===== src/lfwt_pkg.sv =====
// Purpose: Shared constants for the low-frequency wake-up timers and filter.
// Assumes: Core clock of 25 MHz; timers step on a 32 kHz tick.
// Notes:   Times are kept in their own unit and converted to ticks here.
`default_nettype none

package lfwt_pkg;

  // ==========================================================================
  // Clock and tick timing
  // ==========================================================================
  localparam int LFWT_CLK_PERIOD_NS  = 40;     // Core clock period.
  localparam int LFWT_TICK_PERIOD_NS = 31250;  // Nominal 32 kHz tick period.
  localparam int LFWT_NS_PER_MS      = 1000000;
  localparam int LFWT_NS_PER_US      = 1000;
  // Core cycles per oscillator tick, rounded down.
  localparam int LFWT_TICK_CYCLES = LFWT_TICK_PERIOD_NS / LFWT_CLK_PERIOD_NS;
  // Oscillator ticks per millisecond.
  localparam int LFWT_TICKS_PER_MS = LFWT_NS_PER_MS / LFWT_TICK_PERIOD_NS;

  // ==========================================================================
  // Timer periods in microseconds and in ticks
  // ==========================================================================
  localparam int LFWT_INACT_US       = 16000;  // Inactivity timeout.
  localparam int LFWT_ALARM_US       = 32000;  // Noise alarm timeout.
  localparam int LFWT_SETTLE_US      = 3500;   // Gain settle time.
  localparam int LFWT_GAP_US         = 250;    // Post-settle gap.
  localparam int LFWT_RESTART_GAP_US = 500;    // Restart gap after long high.
  localparam int LFWT_INACT_TICKS  =
    LFWT_INACT_US * LFWT_NS_PER_US / LFWT_TICK_PERIOD_NS;
  localparam int LFWT_ALARM_TICKS  =
    LFWT_ALARM_US * LFWT_NS_PER_US / LFWT_TICK_PERIOD_NS;
  localparam int LFWT_SETTLE_TICKS =
    LFWT_SETTLE_US * LFWT_NS_PER_US / LFWT_TICK_PERIOD_NS;
  localparam int LFWT_GAP_TICKS    =
    LFWT_GAP_US * LFWT_NS_PER_US / LFWT_TICK_PERIOD_NS;
  localparam int LFWT_RGAP_TICKS   =
    LFWT_RESTART_GAP_US * LFWT_NS_PER_US / LFWT_TICK_PERIOD_NS;
  localparam int LFWT_SRST_TICKS   = 1;        // Soft reset lasts one tick.

  // ==========================================================================
  // Timer counters
  // ==========================================================================
  localparam int LFWT_TMR_W = 11;              // Holds up to 2047 ticks.
  typedef logic [LFWT_TMR_W-1:0] lfwt_cnt_type;
  localparam int LFWT_NUM_TMR = 5;
  localparam int LFWT_TMR_INACT  = 0;          // Inactivity timer.
  localparam int LFWT_TMR_ALARM  = 1;          // Noise alarm timer.
  localparam int LFWT_TMR_PULSE  = 2;          // Pulse width timer.
  localparam int LFWT_TMR_PERIOD = 3;          // Period timer.
  localparam int LFWT_TMR_SEQ    = 4;          // Settle, gap and reset timer.

  // ==========================================================================
  // Wake filter selector tables in milliseconds
  // ==========================================================================
  localparam logic [1:0] LFWT_SEL_OFF = 2'h0;  // High select: filter off.
  localparam logic [3:0] LFWT_HMIN_MS [0:3] = '{4'h0, 4'h1, 4'h2, 4'h4};
  localparam logic [3:0] LFWT_LMIN_MS [0:3] = '{4'h1, 4'h1, 4'h2, 4'h4};
  // Indexed by {high select, low select}.
  localparam logic [3:0] LFWT_PMAX_MS [0:15] = '{
    4'h0, 4'h0, 4'h0, 4'h0,
    4'h3, 4'h3, 4'h4, 4'h6,
    4'h4, 4'h4, 4'h5, 4'h8,
    4'h6, 4'h6, 4'h8, 4'hA};

  localparam int LFWT_CHANS = 3;               // Receive channels.

  // Front end sequencing states.
  typedef enum logic [3:0] {
    ST_SRST, ST_STBY, ST_SETTLE, ST_GAP, ST_ARM,
    ST_HIGH, ST_LOW, ST_OPEN, ST_RGAP
  } lfwt_state_type;

endpackage

`default_nettype wire


===== src/lfwt_timer_if.sv =====
// Purpose: Control and count of one tick timer.
// Assumes: Driven by the sequencer, served by one tick timer.
// Notes:   Clear has priority over counting.
`timescale 1ns/10ps
`default_nettype none

interface lfwt_timer_if;
  import lfwt_pkg::*;
  logic         clr;  // Restart the count at zero.
  logic         run;  // Count one tick this cycle.
  lfwt_cnt_type cnt;  // Ticks counted since the last clear.

  modport owner (output clr, output run, input cnt);
  modport counter (input clr, input run, output cnt);
endinterface

`default_nettype wire


===== src/lfwt_tick_timer.sv =====
// Purpose: Saturating tick counter for one front end timer.
// Assumes: The run strobe is one core cycle per oscillator tick.
// Notes:   Saturation keeps a long-expired timer from wrapping.
`timescale 1ns/10ps
`default_nettype none

module lfwt_tick_timer
  import lfwt_pkg::*;
(
  input  wire logic          i_clock,
  input  wire logic          i_resetn,
  lfwt_timer_if.counter      tmr
);

  // ==========================================================================
  // Counter
  // ==========================================================================
  lfwt_cnt_type cnt_q;  // Current count.

  // Clear wins, otherwise count ticks and stop at the top value.
  always_ff @(posedge i_clock or negedge i_resetn)
  begin
    if (!i_resetn)
    begin
      cnt_q <= '0;
    end
    else if (tmr.clr)
    begin
      cnt_q <= '0;
    end
    else if (tmr.run && (cnt_q != '1))
    begin
      cnt_q <= cnt_q + lfwt_cnt_type'(1);
    end
  end

  assign tmr.cnt = cnt_q;

endmodule

`default_nettype wire


===== src/lfwt_front_end_timers.sv =====
// Purpose: Wake-up timers and output enable filter of the LF receiver.
// Assumes: Envelope, chip select and channel inputs are asynchronous pins.
// Notes:   A 32 kHz tick is divided from the core clock for all timers.
`timescale 1ns/10ps
`default_nettype none

// Overview of operation
// All timers step on one 32 kHz tick.
// Sixteen ms without activity issues soft reset.
// Envelope edges, chip select, reset clear inactivity.
// Inactivity counts only after signal is received.
// Unqualified signal for 32 ms raises alarm.
// Alarm timer cleared by select, disable, open.
// Alarm stays idle while filter is disabled.
// Pulse timer checks minimum high and low.
// Period timer checks the maximum period.
// Settle timer holds filter; low aborts.
// Status records channels that finished settling.
// Data blocked until header high-low matches.
// Host programs high selector; zero disables.
// High timed rise to fall, within limits.
// Low timed fall to rise, within limits.
// Rise-to-rise period must not exceed maximum.
// Low code zero bounds low by inactivity.
// Short, long or reset restarts the filter.
// Signal dropout during high resets filter.
// Long high waits gap and new rise.
// Disabled filter passes all received data.
// Qualification starts right after settle gap.
// Soft reset lasts one tick, clamps modulator.
// Millisecond limits are counts of ticks.
module lfwt_front_end_timers
  import lfwt_pkg::*;
#(
  parameter int TICK_CYCLES = LFWT_TICK_CYCLES  // Core cycles per tick.
)
(
  input  wire logic                  i_clock,
  input  wire logic                  i_resetn,
  input  wire logic                  i_envelope,
  input  wire logic                  i_cs_n,
  input  wire logic [LFWT_CHANS-1:0] i_chan_high,
  input  wire logic                  i_soft_reset_cmd,
  input  wire logic [1:0]            i_wake_high_sel,
  input  wire logic [1:0]            i_wake_low_sel,
  output logic                       o_lf_data_out,
  output logic                       o_alert_n,
  output logic                       o_alarm_flag,
  output logic [LFWT_CHANS-1:0]      o_chan_wake,
  output logic                       o_soft_reset,
  output logic                       o_mod_clamp,
  output logic                       o_standby,
  output logic                       o_filter_open
);

  // ==========================================================================
  // Declarations
  // ==========================================================================
  localparam int DIV_W = 16;              // Width of the tick divider.
  typedef logic [DIV_W-1:0] lfwt_div_type;

  logic                  env_s1_q;        // Envelope, first sync stage.
  logic                  env_s2_q;        // Envelope, second sync stage.
  logic                  env_prev_q;      // Envelope one cycle earlier.
  logic                  cs_s1_q;         // Chip select, first stage.
  logic                  cs_s2_q;         // Chip select, second stage.
  logic [LFWT_CHANS-1:0] chan_s1_q;       // Channel levels, first stage.
  logic [LFWT_CHANS-1:0] chan_s2_q;       // Channel levels, second stage.
  lfwt_div_type          div_q;           // Tick divider count.
  logic                  tick_q;          // One-cycle 32 kHz tick.
  lfwt_state_type        state_q;         // Sequencer state.
  lfwt_state_type        state_d;         // Next sequencer state.
  logic                  env_rise;        // Envelope went high.
  logic                  env_fall;        // Envelope went low.
  logic                  cs_low;          // An SPI access is in progress.
  logic                  filter_en;       // Wake filter is enabled.
  logic                  active;          // Front end is awake.
  logic                  inact_exp;       // Inactivity timeout reached.
  logic                  alarm_exp;       // Alarm timeout reached.
  logic                  entering;        // State changes this cycle.
  lfwt_cnt_type          high_min_t;      // Minimum high in ticks.
  lfwt_cnt_type          low_min_t;       // Minimum low in ticks.
  lfwt_cnt_type          per_max_t;       // Maximum period in ticks.
  lfwt_cnt_type          low_lim_t;       // Longest allowed low in ticks.
  logic                  alarm_q;         // Sticky noise alarm.
  logic                  alert_n_q;       // Registered active-low alert.
  logic                  data_q;          // Registered data output.
  logic [LFWT_CHANS-1:0] chan_q;          // Channels that woke the front end.
  logic                  srst_q;          // Registered soft reset.
  logic                  stby_q;          // Registered standby.
  logic                  open_q;          // Registered filter open.

  lfwt_timer_if tmr_if [LFWT_NUM_TMR] (); // One link for each timer.

  // ==========================================================================
  // Input synchronisers
  // ==========================================================================
  // The envelope, chip select and channel pins pass two flip-flops; the second stage is read, and env_prev_q adds a third for the envelope edges.
  always_ff @(posedge i_clock or negedge i_resetn)
  begin
    if (!i_resetn)
    begin
      env_s1_q   <= 1'b0;
      env_s2_q   <= 1'b0;
      env_prev_q <= 1'b0;
      cs_s1_q    <= 1'b1;
      cs_s2_q    <= 1'b1;
      chan_s1_q  <= '0;
      chan_s2_q  <= '0;
    end
    else
    begin
      env_s1_q   <= i_envelope;
      env_s2_q   <= env_s1_q;
      env_prev_q <= env_s2_q;
      cs_s1_q    <= i_cs_n;
      cs_s2_q    <= cs_s1_q;
      chan_s1_q  <= i_chan_high;
      chan_s2_q  <= chan_s1_q;
    end
  end

  assign env_rise = env_s2_q & ~env_prev_q;
  assign env_fall = ~env_s2_q & env_prev_q;
  assign cs_low   = ~cs_s2_q;

  // ==========================================================================
  // Oscillator tick
  // ==========================================================================
  // The divider stands in for the internal RC oscillator.
  always_ff @(posedge i_clock or negedge i_resetn)
  begin
    if (!i_resetn)
    begin
      div_q  <= '0;
      tick_q <= 1'b0;
    end
    else if (div_q >= lfwt_div_type'(TICK_CYCLES - 1))
    begin
      div_q  <= '0;
      tick_q <= 1'b1;
    end
    else
    begin
      div_q  <= div_q + lfwt_div_type'(1);
      tick_q <= 1'b0;
    end
  end

  // ==========================================================================
  // Filter limits
  // ==========================================================================
  // The selectors index millisecond tables scaled to ticks.
  assign filter_en = (i_wake_high_sel != LFWT_SEL_OFF);

  always_comb
  begin
    high_min_t = lfwt_cnt_type'(LFWT_HMIN_MS[i_wake_high_sel]
                                * LFWT_TICKS_PER_MS);
    low_min_t  = lfwt_cnt_type'(LFWT_LMIN_MS[i_wake_low_sel]
                                * LFWT_TICKS_PER_MS);
    per_max_t  = lfwt_cnt_type'(LFWT_PMAX_MS[{i_wake_high_sel,
                                i_wake_low_sel}] * LFWT_TICKS_PER_MS);
    // Low code zero lets the low run up to the inactivity timeout.
    if (i_wake_low_sel == LFWT_SEL_OFF)
    begin
      low_lim_t = lfwt_cnt_type'(LFWT_INACT_TICKS);
    end
    else
    begin
      low_lim_t = per_max_t;
    end
  end

  // ==========================================================================
  // Timers
  // ==========================================================================
  genvar g;
  generate
    for (g = 0; g < LFWT_NUM_TMR; g++)
    begin : g_tmr
      lfwt_tick_timer u_tmr (
        .i_clock  (i_clock),
        .i_resetn (i_resetn),
        .tmr      (tmr_if[g])
      );
    end
  endgenerate

  assign active   = (state_q != ST_STBY) && (state_q != ST_SRST);
  assign entering = (state_d != state_q);

  // Inactivity runs only once signal has woken the front end.
  assign tmr_if[LFWT_TMR_INACT].run = tick_q & active;
  assign tmr_if[LFWT_TMR_INACT].clr =
    env_rise | env_fall | cs_low | ~active;
  assign inact_exp = active && (tmr_if[LFWT_TMR_INACT].cnt
                     >= lfwt_cnt_type'(LFWT_INACT_TICKS));

  // Alarm counts unqualified signal while the filter is in use.
  assign tmr_if[LFWT_TMR_ALARM].run =
    tick_q & active & filter_en & (state_q != ST_OPEN);
  assign tmr_if[LFWT_TMR_ALARM].clr =
    cs_low | ~filter_en | (state_q == ST_OPEN) | ~active;
  assign alarm_exp = filter_en && (tmr_if[LFWT_TMR_ALARM].cnt
                     >= lfwt_cnt_type'(LFWT_ALARM_TICKS));

  // Pulse width restarts at every accepted edge of the header.
  assign tmr_if[LFWT_TMR_PULSE].run = tick_q;
  assign tmr_if[LFWT_TMR_PULSE].clr =
    entering && ((state_d == ST_HIGH) || (state_d == ST_LOW));
  // Period restarts only at the rising edge that opens a high.
  assign tmr_if[LFWT_TMR_PERIOD].run = tick_q;
  assign tmr_if[LFWT_TMR_PERIOD].clr =
    entering && (state_d == ST_HIGH);
  // The sequence timer times each timed state from its entry.
  assign tmr_if[LFWT_TMR_SEQ].run = tick_q;
  assign tmr_if[LFWT_TMR_SEQ].clr = entering;

  // ==========================================================================
  // Sequencer
  // ==========================================================================
  // Walks settle, gap and the high-low header, then opens the output.
  always_comb
  begin
    state_d = state_q;
    case (state_q)
      ST_SRST:
      begin
        // One tick of initialisation, then low-current standby.
        if (tmr_if[LFWT_TMR_SEQ].cnt >= lfwt_cnt_type'(LFWT_SRST_TICKS))
        begin
          state_d = ST_STBY;
        end
      end
      ST_STBY:
      begin
        // Received signal wakes the front end and starts settling.
        if (env_rise)
        begin
          state_d = ST_SETTLE;
        end
      end
      ST_SETTLE:
      begin
        // Filter held while gain settles; input must still be high.
        if (tmr_if[LFWT_TMR_SEQ].cnt >= lfwt_cnt_type'(LFWT_SETTLE_TICKS))
        begin
          state_d = env_s2_q ? ST_GAP : ST_SRST;
        end
      end
      ST_GAP:
      begin
        // Qualification begins as soon as the gap ends.
        if (tmr_if[LFWT_TMR_SEQ].cnt >= lfwt_cnt_type'(LFWT_GAP_TICKS))
        begin
          state_d = filter_en ? ST_ARM : ST_OPEN;
        end
      end
      ST_ARM:
      begin
        // Wait for the rising edge that starts a fresh high.
        if (!filter_en)
        begin
          state_d = ST_OPEN;
        end
        else if (env_rise)
        begin
          state_d = ST_HIGH;
        end
      end
      ST_HIGH:
      begin
        if (!filter_en)
        begin
          state_d = ST_OPEN;
        end
        else if (tmr_if[LFWT_TMR_PULSE].cnt > per_max_t)
        begin
          state_d = ST_RGAP;
        end
        else if (env_fall)
        begin
          // A drop before the minimum high counts as a loss of signal.
          if (tmr_if[LFWT_TMR_PULSE].cnt >= high_min_t)
          begin
            state_d = ST_LOW;
          end
          else
          begin
            state_d = ST_ARM;
          end
        end
      end
      ST_LOW:
      begin
        if (!filter_en)
        begin
          state_d = ST_OPEN;
        end
        else if ((tmr_if[LFWT_TMR_PULSE].cnt > low_lim_t) ||
                 ((i_wake_low_sel != LFWT_SEL_OFF) &&
                  (tmr_if[LFWT_TMR_PERIOD].cnt > per_max_t)))
        begin
          state_d = ST_ARM;
        end
        else if (env_rise)
        begin
          // The header matches; otherwise this rise starts a new high.
          if ((tmr_if[LFWT_TMR_PULSE].cnt >= low_min_t) &&
              ((i_wake_low_sel == LFWT_SEL_OFF) ||
               (tmr_if[LFWT_TMR_PERIOD].cnt <= per_max_t)))
          begin
            state_d = ST_OPEN;
          end
          else
          begin
            state_d = ST_HIGH;
          end
        end
      end
      ST_RGAP:
      begin
        // After an overlong high, wait the gap, then a new rise.
        if (tmr_if[LFWT_TMR_SEQ].cnt >= lfwt_cnt_type'(LFWT_RGAP_TICKS))
        begin
          state_d = ST_ARM;
        end
      end
      ST_OPEN:
      begin
        // Data passes until the next soft reset.
        state_d = ST_OPEN;
      end
      default:
      begin
        state_d = ST_SRST;
      end
    endcase
    // A soft reset from any awake state beats every other move.
    if (active && (i_soft_reset_cmd || inact_exp))
    begin
      state_d = ST_SRST;
    end
  end

  // State register; power-up begins with a soft reset.
  always_ff @(posedge i_clock or negedge i_resetn)
  begin
    if (!i_resetn)
    begin
      state_q <= ST_SRST;
    end
    else
    begin
      state_q <= state_d;
    end
  end

  // ==========================================================================
  // Status and outputs
  // ==========================================================================
  // Alarm is sticky; a new timeout wins over a clear by chip select.
  // The alert pin has its own flop so that it leaves a register directly.
  always_ff @(posedge i_clock or negedge i_resetn)
  begin
    if (!i_resetn)
    begin
      alarm_q   <= 1'b0;
      alert_n_q <= 1'b1;
    end
    else if (alarm_exp)
    begin
      alarm_q   <= 1'b1;
      alert_n_q <= 1'b0;
    end
    else if (cs_low)
    begin
      alarm_q   <= 1'b0;
      alert_n_q <= 1'b1;
    end
  end

  // Channels high at the end of settling are recorded together.
  always_ff @(posedge i_clock or negedge i_resetn)
  begin
    if (!i_resetn)
    begin
      chan_q <= '0;
    end
    else if ((state_q == ST_SETTLE) && (state_d == ST_GAP))
    begin
      chan_q <= chan_s2_q;
    end
    else if ((state_q == ST_STBY) && (state_d == ST_SETTLE))
    begin
      chan_q <= '0;
    end
  end

  // Data stays blocked until the header qualifies or the filter is off.
  always_ff @(posedge i_clock or negedge i_resetn)
  begin
    if (!i_resetn)
    begin
      data_q <= 1'b0;
    end
    else if ((state_d == ST_OPEN) || (active && !filter_en))
    begin
      data_q <= env_s2_q;
    end
    else
    begin
      data_q <= 1'b0;
    end
  end

  // Mode outputs follow the next state so they line up with it.
  always_ff @(posedge i_clock or negedge i_resetn)
  begin
    if (!i_resetn)
    begin
      srst_q <= 1'b1;
      stby_q <= 1'b0;
      open_q <= 1'b0;
    end
    else
    begin
      srst_q <= (state_d == ST_SRST);
      stby_q <= (state_d == ST_STBY);
      open_q <= (state_d == ST_OPEN);
    end
  end

  assign o_lf_data_out = data_q;
  assign o_alert_n     = alert_n_q;
  assign o_alarm_flag  = alarm_q;
  assign o_chan_wake   = chan_q;
  assign o_soft_reset  = srst_q;
  assign o_mod_clamp   = srst_q;
  assign o_standby     = stby_q;
  assign o_filter_open = open_q;

endmodule

`default_nettype wire


===== config.mk =====
export PLATFORM = sky130hd
export DESIGN_NAME = lfwt_front_end_timers
export DESIGN_NICKNAME = d
export VERILOG_FILES = /design/src/lfwt_pkg.sv /design/src/lfwt_timer_if.sv /design/src/lfwt_tick_timer.sv /design/src/lfwt_front_end_timers.sv
export SDC_FILE = /design/constraint.sdc
export NUM_CORES = 1
export LEC_CHECK = 0
export BUFFER_PORTS_ARGS = -buffer_cell sky130_fd_sc_hd__buf_2
export CORE_UTILIZATION = 35
export DETAILED_ROUTE_END_ITERATION = 8
export HOLD_SLACK_MARGIN = 0.12
export SETUP_SLACK_MARGIN = 0.3
export SLEW_MARGIN = 30
export SYNTH_ARGS = -nofsm -noshare
export SYNTH_HDL_FRONTEND = slang
export SYNTH_SLANG_ARGS = --single-unit

===== constraint.sdc =====
create_clock -name i_clock -period 3.3 [get_ports i_clock]
set_input_delay 0.165 -clock i_clock [delete_from_list [all_inputs] [get_ports i_clock]]
set_output_delay 0.165 -clock i_clock [all_outputs]
set_load 0.05 [all_outputs]

==> impl_metrics.yaml <==
global_route:
  antenna_found_initial: 0
  grt_max_degree: 48
  track_usage_pct: 14.6
  grt_pass1_wl_um: 18500
  grt_pass1_vias: 3901
  grt_overflow: 0
synthesis:
  syn_area_per_cell_um2: 9.67
  ys_ff_latch: 96
  yosysUniqueCellTypes: 71
  synth_edf_count: 0
  async_flop_share_pct: 100
  synth.area.top_cells: "dfrtp_1 43%, ha_1 7.0%, nor2_1 5.2%"
  synth.cell_area_um2: 5380
  syn_inst: 556
  yosysSeqAreaShare_pct: 44.8
  synth_top_area_cell: "dfrtp_1"
  ys.flop_type: "dfrtp_1"
  synth_top_area_share_pct: 42.8
  yosysWarnings: 0
critical_path:
  crit_arrival_ps: 3160
  r2r_end: "g_tmr[2].u_tmr.tmr.cnt[4]$_DFFE_PN0P_"
  crit_start: "g_tmr[4].u_tmr.tmr.cnt[8]$_DFFE_PN0P_"
  cp_max_fo: 11
  rr_worst_depth: 9
  r2r_start: "g_tmr[4].u_tmr.tmr.cnt[8]$_DFFE_PN0P_"
  crit_required_ps: 3570
  crit_type: "flop to flop"
  crit_path_start_kind: "flop"
  reg2reg_slack_ps: 410
  cp-end-kind: "flop"
status:
  outcome: "finished clean"
cts:
  h-tree-depth: 3
  clkLatencyLatePin_ps: 340
  clk_pin_slew_ps: 70
  cts_tree: "done"
  cts.sinks: 96
  cts_buffer_depth: 2
  cts_root_buffer: "clkbuf_16"
  cts_buffers: 9
drt:
  ant_nets: 0
  wl_per_cell_um: 14.2
  vias: 4047
  drt-pass1-iter-count: 4
  drtIter0Drc: 243
  drc: 0
  postRouteWirelength_um: 11200
  routed_via_density: 5.12
sta:
  tns_ps: 0
  slew_headroom_pct: 57.5
  hold_violations: 0
  grt_setup_unrepaired: "false"
  period_needed_ps: 2890
  max_freq_mhz: 346
  worst_slew_pin_slew_ps: 634
  drv_slew: 0
  report.final.setup_viol: 0
  fin_crit_sh_pct: 87.6
  skew_ps: 4.90
place:
  hpwl_um: 7770
  io_buffer_count: 21
  place_congestion: 0.906
  dp.cells: 755
final_layout:
  syn_to_final_growth_pct: 18.0
  diodes: 0
  final_common_cell: "dfrtp_1"
  most-common-layout-cells: "92 x dfrtp_1, 72 x nor2_1, 42 x nand2_1"
  layout-drive-gt1-share_pct: 18.0
  layout.cells.non_filler: 790
  fin_nets: 643
floorplanning:
  design.die.area_um2: 15900
  rows: 44
  ios: 22
  initial_utilization_pct: 36.4
  design.core.area_um2: 14800
  die_h_um: 126
  die_w_um: 126
min_path:
  hold_path_class: "input port to flop"
  holdPathStages: 3
  worstHoldStart: "i_wake_high_sel[0]"
  whs_endpoint: "o_alert_n$_DFFE_PN1P_"
power:
  p_per_area_nw_per_um2: 701
  peakVddDrop_mv: 0.572
  p_leak_nw: 2.75
run:
  max-cap-violations: 0
==> cell type report <==
type / count / area [um2]
flip-flops and latches: 96 / 2410
fillers: 1413 / 8410
clock inverters: 6 / 113
inverters: 26 / 97.6
multi-input cells: 420 / 2910
clock buffers: 10 / 229
repair buffers: 48 / 355
well taps: 184 / 230
==> timing repair <==
item | in CTS | in global routing
hold endpoints to repair | 50 | 0
pin swaps | 2 | 13
gates resized for setup | 3 | 25
gates cloned | 1 | 2
buffers inserted | 1 | 9
hold buffers | 6 | 0
setup endpoints to repair | 22 | 36
==> Yosys cell counts (3+ instances only) <==
library cell	count
o21ai_0	9
ha_1	30
a21o_1	5
a21oi_1	18
nor2_1	74
nor2b_1	6
nand2b_1	7
o21bai_1	3
o211ai_1	4
o31ai_1	3
nor4_1	4
dfstp_2	4
dfrtp_1	92
xnor2_1	26
a31oi_1	5
inv_1	26
nor3_2	10
buf_4	3
and3_1	13
nor3_1	14
or3_1	11
maj3_1	3
or2_2	4
clkbuf_1	13
nor2_2	10
and2_1	3
xor2_1	23
mux2i_1	6
nand3_1	22
nand2_1	42
nand4_1	10
and4_1	5
==> power by group <==
group / total [W] / internal (W) / switching [W] / leakage [nW]
Sequential: 0.00163 / 0.00137 / 0.000251 / 1.21
Combinational: 0.00162 / 0.000673 / 0.000950 / 1.37
Clock: 0.00120 / 0.000745 / 0.000451 / 0.167
==> how the worst max path moves through the flow <==
stage,to,slack [ps],cells after the start
2_1_floorplan,g_tmr[4].u_tmr.tmr.cnt[10]$_DFFE_PN0P_,310,14
3_3_place_gp,g_tmr[4].u_tmr.tmr.cnt[3]$_DFFE_PN0P_,140,14
3_5_place_dp,g_tmr[4].u_tmr.tmr.cnt[0]$_DFFE_PN0P_,40,14
4_1_cts,g_tmr[4].u_tmr.tmr.cnt[0]$_DFFE_PN0P_,300,8
5_1_grt,g_tmr[2].u_tmr.tmr.cnt[4]$_DFFE_PN0P_,300,9
6_report,g_tmr[2].u_tmr.tmr.cnt[4]$_DFFE_PN0P_,410,9
==> flip-flops by register name (all words and copies together) (netlist names) <==
signal,flops
o_standby,1
state_q,4
env_prev_q,1
chan_s2_q,3
o_chan_wake,3
env_s1_q,1
chan_s1_q,3
o_alarm_flag,1
o_filter_open,1
o_alert_n,1
env_s2_q,1
cs_s2_q,1
o_mod_clamp,1
g_tmr.u_tmr.tmr.cnt,55
tick_q,1
div_q,16
o_lf_data_out,1
cs_s1_q,1
==> critical path, cell delays in order (launching register included) <==
cell and delay [ps]:
dfrtp_1 420, or4_4 570, nor3_4 190, a2111oi_2 120
nor4b_4 320, o311ai_2 120, or3_4 410, o2111a_2 300
clkbuf_16 190, nor3_2 170
==> per-stage QoR <==
step           setup WS, ps  util, %  instance area (um2)  hold WS [ps]  total power (W)
2_1_floorplan           307        -                 5390          -131          0.00273
3_3_place_gp            140     38.7                 5710           205          0.00302
3_5_place_dp           40.3     38.7                 5710           213          0.00306
4_1_cts                 305     41.6                 6140           288          0.00433
5_1_grt                 295     43.0                 6340           353          0.00473
6_report                411     43.0                 6340           323          0.00444
==> per-layer routing <==
metal / GRT usage [%] / part of all wire, % / up-vias
met1: 20.3 / 50 / 1940
met3: 2.59 / 3.2 / 15
met4: 6.59 / 2.0 / 0
met2: 22.3 / 45 / 70
met5: 0 / 0 / -
li1: - / - / 2022
==> logic make-up (layout without fill, tap and decap cells) <==
kind of cell	after synthesis	after routing	synth area share (%)
XOR/XNOR	49	49	7.98
AND/OR/NAND/NOR	245	245	23.9
buffers and inverters	46	90	3.75
other	1	6	0.0698
flip-flops	96	96	44.8
AO/OA/AOI/OAI	78	79	10.5
adder cells (fa/ha/maj)	34	34	7.75
multiplexers	7	7	1.33
Power figures use the tool's default switching activity.
